==> config.mk <==
export PLATFORM = sky130hd
export DESIGN_NAME = pmcs_power_mode
export DESIGN_NICKNAME = d
export VERILOG_FILES = /design/src/rtl/pmcs_pkg.sv /design/src/rtl/pmcs_power_mode.sv /design/src/rtl/pmcs_glitch_switch.sv
export SDC_FILE = /design/constraint.sdc
export NUM_CORES = 1
export LEC_CHECK = 0
export ABC_AREA = 1
export BUFFER_PORTS_ARGS = -buffer_cell sky130_fd_sc_hd__buf_2
export CAP_MARGIN = 20
export CORE_ASPECT_RATIO = 1.5
export CORE_UTILIZATION = 45
export DETAILED_ROUTE_END_ITERATION = 12
export PLACE_DENSITY = 0.7
export SYNTH_ARGS = -nofsm -noshare
export SYNTH_HDL_FRONTEND = slang
export SYNTH_SLANG_ARGS = --single-unit
==> constraint.sdc <==
create_clock -name clk -period 2.37 [get_ports clk]
set_input_delay 0.237 -clock clk [delete_from_list [all_inputs] [get_ports clk]]
set_output_delay 0.237 -clock clk [all_outputs]
set_load 0.02 [all_outputs]
==> src/rtl/pmcs_pkg.sv <==
// Package: power mode controller constants and types
package pmcs_pkg;
    // Clock source select encodings
    localparam logic [1:0] SRC_PRIMARY   = 2'h0;
    localparam logic [1:0] SRC_SECONDARY = 2'h1;
    // Bit positions inside the secondary timer control byte
    localparam int SEC_ACTIVE_BIT = 6;
    localparam int SEC_ENABLE_BIT = 3;
    // Clock switch settle: length in cycles of the dead gap between sources
    localparam logic [1:0] SWITCH_GAP_CYCLES = 2'h2;
    // Mode encodings as seen on the status port
    typedef enum logic [2:0] {
        PMCS_PRIMARY_RUN_MODE,
        PMCS_SECONDARY_RUN_MODE,
        PMCS_INT_RUN,
        PMCS_PRIMARY_IDLE_MODE,
        PMCS_SECONDARY_IDLE_MODE,
        PMCS_INT_IDLE,
        PMCS_SLEEP,
        PMCS_SWITCHBACK
    } pmcs_mode_t;
    // Clock routing selections
    typedef enum logic [1:0] {
        PMCS_CLK_NONE,
        PMCS_CLK_PRI,
        PMCS_CLK_SEC,
        PMCS_CLK_INT
    } pmcs_clk_t;
endpackage

==> src/rtl/pmcs_power_mode.sv <==
// Power-managed mode controller with clock source sequencing
// What this block does
// - CPU clocking follows the idle select bit and the source field picks primary, secondary or internal.
// - Sleep with idle clear and primary source stops all CPU and peripheral clocks.
// - Sleep with idle set stops the CPU clock and keeps peripherals clocked from the source.
// - Sleep with idle clear and a non-primary source keeps CPU and peripherals on that source.
// - An interrupt, reset or watchdog time-out returns any mode to primary full-power run.
// - In a reduced-clock run mode a watchdog time-out raises a watchdog reset.
// - Run modes can be left by another sleep into sleep or idle, or by a reset instruction.
// - In primary run the primary stable flag is set, the internal flag set when internal is primary.
// - Entering secondary run moves to the secondary clock, stops primary, sets active, clears stable.
// - A secondary-run sleep with the secondary oscillator disabled is ignored.
// - Clocks are held off until an enabled but not yet running secondary oscillator starts.
// - A wake in secondary run stays on secondary until primary is ready, then swaps the flags.
// - Such a wake leaves idle select and source field alone and the secondary running.
// - Clearing the secondary enable in secondary run switches back, then stops the secondary.
// - Internal run clocks CPU and peripherals from the internal block.
`timescale 1ns/1ps
module pmcs_power_mode (
    input  wire logic             clk,
    input  wire logic             nrst,
    input  wire logic             sleep_exec,
    input  wire logic             reset_instr,
    input  wire logic             irq_wake,
    input  wire logic             ext_reset,
    input  wire logic             wdt_timeout,
    input  wire logic             cpu_gate_select,
    input  wire logic [1:0]       clock_source_select,
    input  wire logic             secondary_osc_enable,
    input  wire logic             secondary_osc_running,
    input  wire logic             primary_osc_ready,
    input  wire logic             internal_is_primary,
    input  wire logic             internal_osc_ready,
    output logic                  cpu_clk_en,
    output logic                  periph_clk_en,
    output logic                  pri_clk_sel,
    output logic                  sec_clk_sel,
    output logic                  int_clk_sel,
    output logic                  primary_osc_on,
    output logic                  secondary_osc_on,
    output logic                  primary_clock_stable_flag,
    output logic                  internal_osc_stable_flag,
    output logic                  secondary_clock_active_flag,
    output logic                  wdt_reset_req,
    output logic                  core_reset_req,
    output pmcs_pkg::pmcs_mode_t  mode
);
    import pmcs_pkg::*;

    // ---------------------------------------------------------------
    // Mode state
    // ---------------------------------------------------------------
    pmcs_mode_t mode_r;
    pmcs_mode_t mode_nxt;
    logic       sec_act_r;
    logic       sec_act_nxt;
    logic       pri_stb_r;
    logic       pri_stb_nxt;
    logic       sec_keep_r;
    logic       sec_keep_nxt;
    logic       wdt_rst_r;
    logic       core_rst_r;
    pmcs_clk_t  want_clk;
    pmcs_clk_t  cur_clk;
    logic       sw_busy;

    // Decode of the requested mode
    wire src_pri   = (clock_source_select == SRC_PRIMARY);
    wire src_sec   = (clock_source_select == SRC_SECONDARY);
    wire src_int   = clock_source_select[1];
    wire wake      = irq_wake || ext_reset || wdt_timeout;
    wire in_run    = (mode_r == PMCS_SECONDARY_RUN_MODE) || (mode_r == PMCS_INT_RUN);
    wire in_idle   = (mode_r == PMCS_PRIMARY_IDLE_MODE) || (mode_r == PMCS_SECONDARY_IDLE_MODE) || (mode_r == PMCS_INT_IDLE);
    wire cpu_runs  = (mode_r == PMCS_PRIMARY_RUN_MODE) || in_run || (mode_r == PMCS_SWITCHBACK);
    wire sec_block = src_sec && !cpu_gate_select && !secondary_osc_enable;
    wire sleep_ok  = sleep_exec && cpu_runs && (mode_r != PMCS_SWITCHBACK) && !sec_block;
    // Ready only while powered; power is held through secondary run so an enable clear cannot drop it
    wire sec_ready = secondary_osc_on && secondary_osc_running;

    // Target mode of an accepted sleep instruction
    pmcs_mode_t sleep_tgt;
    always_comb begin
        if (cpu_gate_select) begin
            sleep_tgt = src_pri ? PMCS_PRIMARY_IDLE_MODE : (src_sec ? PMCS_SECONDARY_IDLE_MODE : PMCS_INT_IDLE);
        end else if (src_pri) begin
            sleep_tgt = PMCS_SLEEP;
        end else begin
            sleep_tgt = src_int ? PMCS_INT_RUN : PMCS_SECONDARY_RUN_MODE;
        end
    end

    // ---------------------------------------------------------------
    // Mode transitions
    // ---------------------------------------------------------------
    always_comb begin
        mode_nxt     = mode_r;
        sec_act_nxt  = sec_act_r;
        pri_stb_nxt  = pri_stb_r;
        sec_keep_nxt = sec_keep_r;
        case (mode_r)
            PMCS_PRIMARY_RUN_MODE: begin
                if (sleep_ok) begin
                    mode_nxt = sleep_tgt;
                end
            end
            PMCS_SECONDARY_RUN_MODE, PMCS_SECONDARY_IDLE_MODE: begin
                if (wake || reset_instr) begin
                    mode_nxt = PMCS_SWITCHBACK;
                end else if (mode_r == PMCS_SECONDARY_RUN_MODE && !secondary_osc_enable) begin
                    mode_nxt     = PMCS_SWITCHBACK;
                    sec_keep_nxt = 1'b1;
                end else if (sleep_ok) begin
                    mode_nxt = sleep_tgt;
                    // Only a secondary idle target keeps the secondary active flag; any other target clears it
                    if (sleep_tgt != PMCS_SECONDARY_IDLE_MODE) begin
                        sec_act_nxt = 1'b0;
                    end
                end
            end
            PMCS_INT_RUN: begin
                if (wake || reset_instr) begin
                    mode_nxt = PMCS_SWITCHBACK;
                end else if (sleep_ok) begin
                    mode_nxt = sleep_tgt;
                end
            end
            PMCS_PRIMARY_IDLE_MODE, PMCS_INT_IDLE, PMCS_SLEEP: begin
                if (wake) begin
                    mode_nxt = PMCS_SWITCHBACK;
                end
            end
            PMCS_SWITCHBACK: begin
                // Only an active secondary source keeps the core alive until primary is granted
                if (primary_osc_ready && cur_clk == PMCS_CLK_PRI && !sw_busy) begin
                    mode_nxt     = PMCS_PRIMARY_RUN_MODE;
                    sec_act_nxt  = 1'b0;
                    pri_stb_nxt  = 1'b1;
                    sec_keep_nxt = 1'b0;
                end
            end
            default: begin
                mode_nxt = PMCS_PRIMARY_RUN_MODE;
            end
        endcase
        // Flag update the moment secondary run mode is entered, ahead of the clock switch
        if (mode_r != PMCS_SECONDARY_RUN_MODE && mode_nxt == PMCS_SECONDARY_RUN_MODE) begin
            sec_act_nxt = 1'b1;
            pri_stb_nxt = 1'b0;
        end
        if (mode_nxt == PMCS_SLEEP || (mode_r == PMCS_PRIMARY_RUN_MODE && mode_nxt == PMCS_INT_RUN)) begin
            pri_stb_nxt = 1'b0;
        end
    end

    // Short register bank; idle/source bits are ports and never touched
    always_ff @(posedge clk) begin
        if (!nrst) begin
            mode_r     <= PMCS_PRIMARY_RUN_MODE;
            sec_act_r  <= 1'b0;
            pri_stb_r  <= 1'b1;
            sec_keep_r <= 1'b0;
            wdt_rst_r  <= 1'b0;
            core_rst_r <= 1'b0;
        end else begin
            mode_r     <= mode_nxt;
            sec_act_r  <= sec_act_nxt;
            pri_stb_r  <= pri_stb_nxt;
            sec_keep_r <= sec_keep_nxt;
            wdt_rst_r  <= wdt_timeout && in_run;
            core_rst_r <= reset_instr && cpu_runs;
        end
    end

    // ---------------------------------------------------------------
    // Clock routing
    // ---------------------------------------------------------------
    wire sec_mode = (mode_r == PMCS_SECONDARY_RUN_MODE) || (mode_r == PMCS_SECONDARY_IDLE_MODE);
    wire int_mode = (mode_r == PMCS_INT_RUN) || (mode_r == PMCS_INT_IDLE);
    wire sb_from_sec = (mode_r == PMCS_SWITCHBACK) && sec_act_r;
    always_comb begin
        if (mode_r == PMCS_SLEEP) begin
            want_clk = PMCS_CLK_NONE;
        end else if ((sec_mode && sec_ready) || (sb_from_sec && !primary_osc_ready)) begin
            want_clk = PMCS_CLK_SEC;
        end else if (sec_mode) begin
            want_clk = PMCS_CLK_NONE;
        end else if (int_mode) begin
            want_clk = PMCS_CLK_INT;
        end else if (mode_r == PMCS_SWITCHBACK && !primary_osc_ready) begin
            want_clk = PMCS_CLK_NONE;
        end else begin
            want_clk = PMCS_CLK_PRI;
        end
    end

    pmcs_glitch_switch u_switch (
        .clk     (clk),
        .nrst    (nrst),
        .req_sel (want_clk),
        .pri_sel (pri_clk_sel),
        .sec_sel (sec_clk_sel),
        .int_sel (int_clk_sel),
        .cur_sel (cur_clk),
        .busy    (sw_busy)
    );

    // Gating of CPU and peripheral domains
    wire any_clk = (cur_clk != PMCS_CLK_NONE);
    assign cpu_clk_en    = any_clk && cpu_runs && !sw_busy;
    assign periph_clk_en = any_clk && (cpu_runs || in_idle) && !sw_busy;

    // Oscillator enables: primary off in secondary run, started on switchback
    assign primary_osc_on   = !(sec_mode && sec_act_r) && (mode_r != PMCS_SLEEP);
    // Secondary kept powered while it clocks the core, so no dead cycle on an enable clear
    assign secondary_osc_on = secondary_osc_enable || sec_keep_r || (mode_r == PMCS_SECONDARY_RUN_MODE);

    // Status flags
    assign primary_clock_stable_flag   = pri_stb_r;
    assign internal_osc_stable_flag    = internal_osc_ready && (int_mode || internal_is_primary);
    assign secondary_clock_active_flag = sec_act_r;
    assign wdt_reset_req               = wdt_rst_r;
    assign core_reset_req              = core_rst_r;
    assign mode                        = mode_r;
endmodule

==> src/rtl/pmcs_glitch_switch.sv <==
// Glitch-free clock source selector with a dead gap between sources
`timescale 1ns/1ps
module pmcs_glitch_switch (
    input  wire logic              clk,
    input  wire logic              nrst,
    input  wire pmcs_pkg::pmcs_clk_t req_sel,
    output logic                   pri_sel,
    output logic                   sec_sel,
    output logic                   int_sel,
    output pmcs_pkg::pmcs_clk_t    cur_sel,
    output logic                   busy
);
    import pmcs_pkg::*;

    // ---------------------------------------------------------------
    // Source hand-over state
    // ---------------------------------------------------------------
    pmcs_clk_t  cur_r;
    pmcs_clk_t  cur_nxt;
    logic [1:0] gap_r;
    logic [1:0] gap_nxt;
    wire        differs = (req_sel != cur_r);

    // Old source dropped first, new one granted after the gap: no runt pulse
    always_comb begin
        cur_nxt = cur_r;
        gap_nxt = gap_r;
        if (gap_r != 2'h0) begin
            gap_nxt = gap_r - 2'h1;
            if (gap_r == 2'h1) begin
                cur_nxt = req_sel;
            end
        end else if (differs) begin
            cur_nxt = PMCS_CLK_NONE;
            gap_nxt = SWITCH_GAP_CYCLES;
        end
    end

    always_ff @(posedge clk) begin
        if (!nrst) begin
            cur_r <= PMCS_CLK_PRI;
            gap_r <= 2'h0;
        end else begin
            cur_r <= cur_nxt;
            gap_r <= gap_nxt;
        end
    end

    // One-hot gate enables decoded from the cur_r flops
    assign pri_sel = (cur_r == PMCS_CLK_PRI);
    assign sec_sel = (cur_r == PMCS_CLK_SEC);
    assign int_sel = (cur_r == PMCS_CLK_INT);
    assign cur_sel = cur_r;
    assign busy    = differs || (gap_r != 2'h0);
endmodule

; ---- Word level (Yosys, flattened, before mapping)
; Index checks and enable logic that the tools add are counted.
; Widths: inputs -> output; s select.
[word_totals]
reg_bits = 12
in_bits = 15
out_inout_bits = 15
elab_cells = 136
[op_classes]
n_addsub = 1
n_eq_ne = 29
muxes = 36
reduce_logical = 62
[ops]
columns = op, n
row1 = $mux 3, 9
row2 = $logic_and 1x1->1, 24
row3 = $ne 3x3->1 const B, 7
row4 = $mux 2, 10
row5 = $logic_or 1x1->1, 17
row6 = $eq 3x3->1 const B, 5
row7 = $pmux 3 s5, 1
row8 = $mux 1, 14
row9 = $eq 3x2->1 const B, 3
row10 = $reduce_bool 3->1, 3
row11 = $reduce_bool 2->1, 4
row12 = $eq 2x1->1 const B, 3
row13 = $eq 3x1->1 const B, 2
row14 = $logic_not 1->1, 6
row15 = $ne 3x1->1 const B, 2
row16 = $reduce_and 6->1, 1
row17 = $eq 2x2->1 const B, 2
row18 = $ne 2x1->1 const B, 2
row19 = $ne 2x2->1 const B, 2
row20 = $pmux 1 s2, 2
row21 = $reduce_and 2->1, 2
row22 = $reduce_and 4->1, 1
row23 = $logic_not 3->1, 1
row24 = $reduce_or 3->1, 1
row25 = other kinds (4), 4

; ---- Depth between registers and ports, before layout
; Gate-level depths: netlist of run 1.
[logic_depth]
word_depth = 18
mapped_depth = 16
mapped_depth_nobuf = 15

; ---- Hierarchy
; From an unflattened synthesis of run 1, not the netlist that was laid out.
[unflattened]
cells_unflattened = 177
hier_area_um2 = 1046.0
[by_module_without_submodules]
columns = module, instances, cells_each, area_per_inst_um2, seq_area_each_um2
row1 = pmcs_power_mode, 1, 135, 763.2, 160.2
row2 = pmcs_glitch_switch, 1, 42, 282.8, 80.1

; ---- Least setup slack after synthesis of run 1
; No wires, ideal clock.
[synth_path]
path_kind = flip-flop to output port
startpoint = register mode_r[0] (netlist: mode[0])
endpoint = output cpu_clk_en
t_arrival_ns = 1.741
required_ns = 2.133
slack_ns = 0.392
stages_incl_launch_ff = 10
n_path_buf = 1
cell_sequence = dfxtp_1 buf_6 nand3_4 nand2_2 nand3_2 nand2_1 nand2_1 nand2_2 nand2_1 nor3_1
[synth_between]
elab_chain_len = 11
elab_cells_between_ends = 29
classes_between = 7 x eq/ne / 5 x mux / 17 x reduce/logical
[synth_lines]
columns = element, line_no
row1 = start: declaration, pmcs_power_mode.sv:53  ; pmcs_mode_t mode_r;
row2 = start signal: assignment, pmcs_power_mode.sv:165  ; mode_r <= mode_nxt;
row3 = $eq 3x1->1, pmcs_power_mode.sv:215  ; assign secondary_osc_on = secondary_osc_enable || sec_keep_r || (mode_r == PMCS_SECONDARY_RUN_MODE);
row4 = $logic_or 1x1->1, pmcs_power_mode.sv:215
row5 = named net secondary_osc_on, pmcs_power_mode.sv:40  ; output logic secondary_osc_on,
row6 = $logic_and 1x1->1, pmcs_power_mode.sv:78  ; wire sec_ready = secondary_osc_on && secondary_osc_running;
row7 = $logic_and 1x1->1, pmcs_power_mode.sv:183  ; end else if ((sec_mode && sec_ready) || (sb_from_sec && !primary_osc_ready)) begin
row8 = $logic_or 1x1->1, pmcs_power_mode.sv:183
row9 = $mux 2, pmcs_power_mode.sv:183
row10 = $mux 2, pmcs_power_mode.sv:181  ; if (mode_r == PMCS_SLEEP) begin
row11 = $ne 2x2->1, pmcs_glitch_switch.sv:22  ; wire differs = (req_sel != cur_r);
row12 = $logic_or 1x1->1, pmcs_glitch_switch.sv:54  ; assign busy = differs || (gap_r != 2'h0);
row13 = $logic_not 1->1, pmcs_power_mode.sv:209  ; assign cpu_clk_en = any_clk && cpu_runs && !sw_busy;
row14 = $logic_and 1x1->1, pmcs_power_mode.sv:209
row15 = end: declaration, pmcs_power_mode.sv:34  ; output logic cpu_clk_en,
; The timed path passes the listed nets, and every way through them passes these cells.

; ---- Worst setup path after layout of run 1
[layout_path]
startpoint = register mode_r[1] (netlist: mode[1])
endpoint = output cpu_clk_en
[layout_between]
elab_chain_len = 11
elab_cells_between_ends = 29
classes_between = 7 x eq/ne / 5 x mux / 17 x reduce/logical
[layout_lines]
columns = element, line_no
row1 = $eq 3x3->1 / $eq 3x1->1 (equally long branches), -
row2 = $logic_and 1x1->1 / $logic_or 1x1->1 (equally long branches), "pmcs_power_mode.sv:189, pmcs_power_mode.sv:215"
row3 = $mux 1 / $logic_and 1x1->1 (equally long branches), "pmcs_power_mode.sv:189, pmcs_power_mode.sv:78"
row4 = $mux 2 / $logic_and 1x1->1 (equally long branches), "pmcs_power_mode.sv:187, pmcs_power_mode.sv:183"
row5 = $mux 2 / $logic_or 1x1->1 (equally long branches), "pmcs_power_mode.sv:185, pmcs_power_mode.sv:183"
row6 = $mux 2, pmcs_power_mode.sv:183
row7 = $mux 2, pmcs_power_mode.sv:181
row8 = $ne 2x2->1, pmcs_glitch_switch.sv:22
row9 = $logic_or 1x1->1, pmcs_glitch_switch.sv:54
row10 = $logic_not 1->1, pmcs_power_mode.sv:209
row11 = $logic_and 1x1->1 *, pmcs_power_mode.sv:209
; Every way passes the cells marked *; elsewhere a longest branch is shown, timed or not.

==> summary.md, run 1 <==
| Metric | Value |
|---|---|
| RSZ-0062 raised after global routing | no |
| First-pass GRT wire length | 4810 um |
| IO buf count | 29 |
| Die boundary height | ~62 um |
| Global Route Usage Sum | 23.0% |
| H-tree levels | 1 |
| Dpl hpwl | ~2200 um |
| Final Critical Period | 2.08 ns |
| Placed instance count | 215 |
| CP peak stage delay | 0.52 ns |
| CP Cell Sequence | nand4_2 > nor2_1 > nor2_2 > nand2_1 > nand2_1 > nand2_2 > nand2_1 > nor3_1 > buf_2 |
| Total Wirelength | 2730 um |
| Most frequent CP cell | nand2_1 |
| Buffers and inverters on the worst path | 1 |
| Cell Rows | 21 |
| DRT Pass-1 Iters | 4 |
| CP arrival | roughly 1.8 ns |
| Post-route setup TNS | 0 ns |
| Main flop type after synthesis | dfxtp_1 |
| Crit Path Max Fanout | 10 |
| FF+latch area | 246 um2 |
| #FFs+latches synth | 12 |
| Final Cell Area | 0.00127 mm2 |
| Slew @ Worst Pin | 0.327 ns |
| Synth Instances | 166 |
| Worst Path Required | 2.13 ns |
| Via-to-Cell Ratio | between 5 and 6 |
| Synth cell types | 30 |
| Hold buffers post-CTS | 0 |
| Area Overhead vs Synth | 16.8% |
| Clock root buffer | clkbuf_4 |
| Synth top area share | 22.1% |
| Share of post-route cells with drive strength above 1 | 33.7% |
| Crit path capture type | output port |
| Max Cap Viol | 0 |
| Synthesized cell area | 0.00109 mm2 |
| Crit-path slowest cell | dfxtp_2 |
| Sequential share of the synthesized area | 22.1% |
| Max Clock Freq | 481 MHz |
| N_diodes | 0 |
| Post-route ant nets | 0 |
| Clk buf depth | 2 |
| Vias in the first global route | 1171 |
| CP delay by family, top | simple AND/OR/NAND/NOR gates |
| WS Path Type | register to output port |
| Post-synth EDFFs | 0 |
| Core region area | 0.00226 mm2 |
| Static Leakage | about 0.69 nW |
| Top-level I/O count | 30 |
| Cts repair resizes | 0 |
| CTS tree | built |
| Routability Congestion | 0.924 |
| Post-CTS Setup Inserts | 0 |
| Worst setup SP type | register |
| Status | completed |
| Count leader, synth | nand2_1 |
| Routed len/inst | between 10 and 15 um |
| Fin util | 56.3% |
| Mean Syn Cell Area | about 6.6 um2 |
| Fin crit share | 87.8% |
| Placed instance area | 0.00123 mm2 |
| Pins Over Slew Limit | 0 |
| Final Setup Violations | 0 |
| Final Hold Viols | 0 |
| Non-filler instance count after layout | 219 |
| Initial Util | between 40% and 50% |
| Pin count of the biggest net entering global routing | 12 |
| # fillers | 238 |
| Drt drc | 0 |
| Relative slew slack | 78.0% |
| DR iter-0 viols | 23 |
| Ys Warns | 0 |
| CTS Buf Count | 3 |
| PD cells | approximately 1400 mW/mm2 |
| Worst Skew | about 0.007 ns |
| Via Count | approximately 1200 |
| Synthesized Nets | 184 |
| Die W | about 42 um |
| Area leader, netlist | dfxtp_1 |
| Maximum VDD drop | 0.775 mV |
| Async SR Flop Fraction | 0% |
| Post-synth top cells | 28 x nand2_1, 27 x inv_1, 18 x nor2_1, 14 x nand3_1, 12 x dfxtp_1 |
| Clock Latency Late Sink | about 0.29 ns |
| Multi-input gate area | ~690 um2 |
| GR Overflow Total | 0 |
| Die Footprint | 0.00262 mm2 |
| Synth area leaders | dfxtp_1 22%, nand2_1 9.7%, inv_1 9.3% |
| Final net count | between 200 and 250 |
| Worst-path clk slew | 0.08 ns |
| Power Total | 1.83 mW |
| Initial antenna violation count | 0 |
| Sink Count | 12 |
| Min-Delay Path Class | primary input to register |
## sequential cells by signal (all words and copies together) (netlist names)
register,flops
core_reset_req,1
secondary_clock_active_flag,1
primary_clock_stable_flag,1
u_switch.gap_r,2
sec_keep_r,1
wdt_reset_req,1
u_switch.cur_sel,2
mode,3
## routing by layer
metal,vias up,GRT usage [%],share of wire [%]
met5,-,0,0
met4,0,15.6,4.8
met3,13,3.78,3.5
met2,32,41.2,54
met1,530,23.5,38
li1,600,-,-
## per-stage QoR
step	setup slack, ns	hold WS (ns)
floorplan	0.392	0.306
global placement	0.294	0.467
detailed placement	0.332	0.476
CTS	0.0683	0.178
global route	0.0811	0.180
finish	0.290	0.186
## placed cells by master (no fill, tap or decap), types with 3 or more instances in the layout
cell	n
o21ai_0	8
ha_1	3
dfxtp_1	9
buf_2	29
nor2_1	18
nor2_2	5
nand2_2	6
a21oi_2	3
nand2_1	28
nor3_1	5
nand3_1	14
nand3_2	6
a21oi_1	8
clkbuf_4	3
inv_1	27
## final timing paths
path	start	end	slack, ns	cells past startpoint
max	mode[1]	cpu_clk_en	0.29	9
min	nrst	primary_clock_stable_flag	0.19	2
max reg2reg	mode[1]	primary_clock_stable_flag	0.51	13
min reg2reg	sec_keep_r	sec_keep_r	0.50	2
## kinds of logic after synthesis
logic type | share of synthesized area [%]
DFF | 22.1
adders and majority gates | 3.45
AOI/OAI and AO/OA | 15.3
buffers and inverters | 14.9
xor gates and xnor gates | 0.805
and+or+nand+nor | 43.4
## power by group
| group | switching (mW) | internal (mW) |
|---|---|---|
| logic | 0.813 | 0.435 |
| registers | 0.128 | 0.279 |
| clock network | 0.0802 | 0.0936 |
| total | 1.02 | 0.807 |
## cell type report
type | instances | area share [%]
Clock buffer | 4 | 2.85
Inverter | 31 | 10.1
Multi-Input combinational cell | 120 | 53.9
Sequential cell | 12 | 19.4
Tap cell | 23 | 2.26
Timing Repair Buffer | 29 | 11.4
(Power assumes the default switching activity.)
==> run 2, diff against run 1 <==
Settings changed: CORE_UTILIZATION 45 to 55, PLACE_DENSITY 0.7 to 0.83, SLEW_MARGIN set to 20.
==> summary.md, run 2 (synthesis gave the netlist of run 1 again) <==
| Metric | Value |
|---|---|
| Status | completed |
| Area Overhead vs Synth | 16.9% |
| Relative slew slack | slightly below 70% |
| Via Count | 1178 |
| CP Cell Sequence | inv_6 > nand3_4 > nand3_2 > nor2_2 > nor2_1 > nor2_2 > nand2_1 > nor3_1 > buf_2 |
| Clock Latency Late Sink | approximately 0.28 ns |
| Die boundary height | 56.5 um |
| Pin count of the biggest net entering global routing | 12 |
| Crit path capture type | output port |
| Dpl hpwl | ~2300 um |
| Worst-path clk slew | ~0.070 ns |
| CTS Buf Count | 3 |
| Clk buf depth | 2 |
| Most frequent cells in the layout | 29 x buf_2, 28 x nand2_1, 27 x inv_1 |
| Net Sw Frac | 56.1% |
| Initial Util | 58.7% |
| Worst Skew | 0.00269 ns |
| Most common cell after layout, fill and taps aside | buf_2 |
| Clk pwr share | 9.0% |
| DRT Pass-1 Iters | 4 |
| Final WS setup | 0.132 ns |
| Logic pwr share | 69.2% |
| DR iter-0 viols | 37 |
| Final net count | 216 |
| Crit Path Max Fanout | 10 |
| FF-to-FF Start | mode[2] |
| Slew @ Worst Pin | around 0.5 ns |
| H-tree levels | 1 |
| CP delay by family, top | simple AND/OR/NAND/NOR gates |
| Die Footprint | approximately 0.0022 mm2 |
| Final Hold Viols | 0 |
| Post-route setup TNS | 0 ns |
| Buffers and inverters on the worst path | 2 |
| Worst Path Required | 2.13 ns |
| Worst Setup SP | mode[2] |
| Fin crit share | 94.4% |
| Final Setup Violations | 0 |
| Crit-path slowest cell | dfxtp_1 |
| Most frequent CP cell | nor2_2 |
| Static Leakage | between 0.6 and 0.7 nW |
| Drt drc | 0 |
| IO buf count | 29 |
| Cell Rows | 19 |
| Hold buffers post-CTS | 0 |
| Die W | 38.3 um |
| Setup slack at placement | 0.349 ns |
| Via-to-Cell Ratio | 5.40 |
| Non-filler instance count after layout | ~220 |
| RSZ-0062 raised after global routing | no |
| WS Path Type | register to output port |
| Worst setup SP type | register |
| # fillers | 179 |
| Hold Crit Start | nrst |
| CP arrival | 2.00 ns |
| Share of post-route cells with drive strength above 1 | around 34% |
| Global Route Usage Sum | 30.2% |
| Initial antenna violation count | 0 |
| Core region area | 0.00185 mm2 |
| Max reg flops | 3 |
| Routed len/inst | 12.9 um |
| Total Wirelength | 2820 um |
| CP peak stage delay | 0.63 ns |
| Sink Count | 12 |
| Pint | about 0.81 mW |
| Maximum VDD drop | 0.868 mV |
| Vias in the first global route | 1169 |
| Min-Delay Path Class | primary input to register |
| CTS tree | built |
| Pins Over Slew Limit | 0 |
| Placed instance count | between 200 and 250 |
| Cts repair resizes | 0 |
| Top-level I/O count | 30 |
| Routability Congestion | 0.907 |
| First-pass GRT wire length | 4700 um |
| PD cells | 1450 mW/mm2 |
| Post-CTS Setup Inserts | 0 |
| Max Cap Viol | 0 |
| Clock root buffer | clkbuf_4 |
| Psw | ~1.0 mW |
| Sequential Power Share | between 20% and 30% |
| Max Clock Freq | 447 MHz |
| Post-route ant nets | 0 |
| GR Overflow Total | 0 |
| Final Critical Period | 2.24 ns |
| N_diodes | 0 |
run 2: cell type report:
type	count	area (um2)	share of cell area, %
multi-input combinational	120	686	53.9
sequential	12	243	19.1
timing repair buffer	30	153	12.0
inverter	31	129	10.1
clock buffer	4	36.3	2.85
tap	21	26.3	2.06
run 2: worst reg2reg max path: stages (launching register included):
cell	delay, ns
dfxtp_1	0.63
inv_6	0.10
nand3_4	0.14
nor2_1	0.05
nor2_1	0.28
nand3_1	0.13
a21oi_1	0.18
a21oi_2	0.10
nor2_2	0.10
nand2_2	0.07
nand3_1	0.08
nand2_1	0.05
run 2: path summary, 6_finish.rpt:
kind / end / slack [ns] / cells past startpoint
worst max-delay path: cpu_clk_en / 0.13 / 9
worst min-delay path: primary_clock_stable_flag / 0.18 / 2
worst max register to register: primary_clock_stable_flag / 0.38 / 11
worst min register to register: sec_keep_r / 0.50 / 2
run 2: stage by stage:
stage	instance area (um2)	hold WS, ns	util, %	power [mW]
finish	1270	0.178	68.6	1.84
global route	1270	0.192	68.6	2.02
CTS	1270	0.169	68.5	1.84
detailed placement	1230	0.467	66.5	1.67
global placement	1230	0.464	66.5	1.63
floorplan	1090	0.306	-	1.41
run 2: power by group through the flow:
stage               sequential [mW]  combinational (mW)  clock, mW
global placement              0.396                1.23          0
finish                        0.402                1.28      0.166
detailed placement            0.399                1.27          0
floorplan                     0.361                1.05          0
global route                  0.410                1.43      0.180
CTS                           0.394                1.28      0.175
run 2: per-layer routing:
metal	global-route usage, %	share of wire, %
met5	0	0
met4	20.9	4.6
met3	3.16	3.8
met2	53.8	54
met1	29.8	37
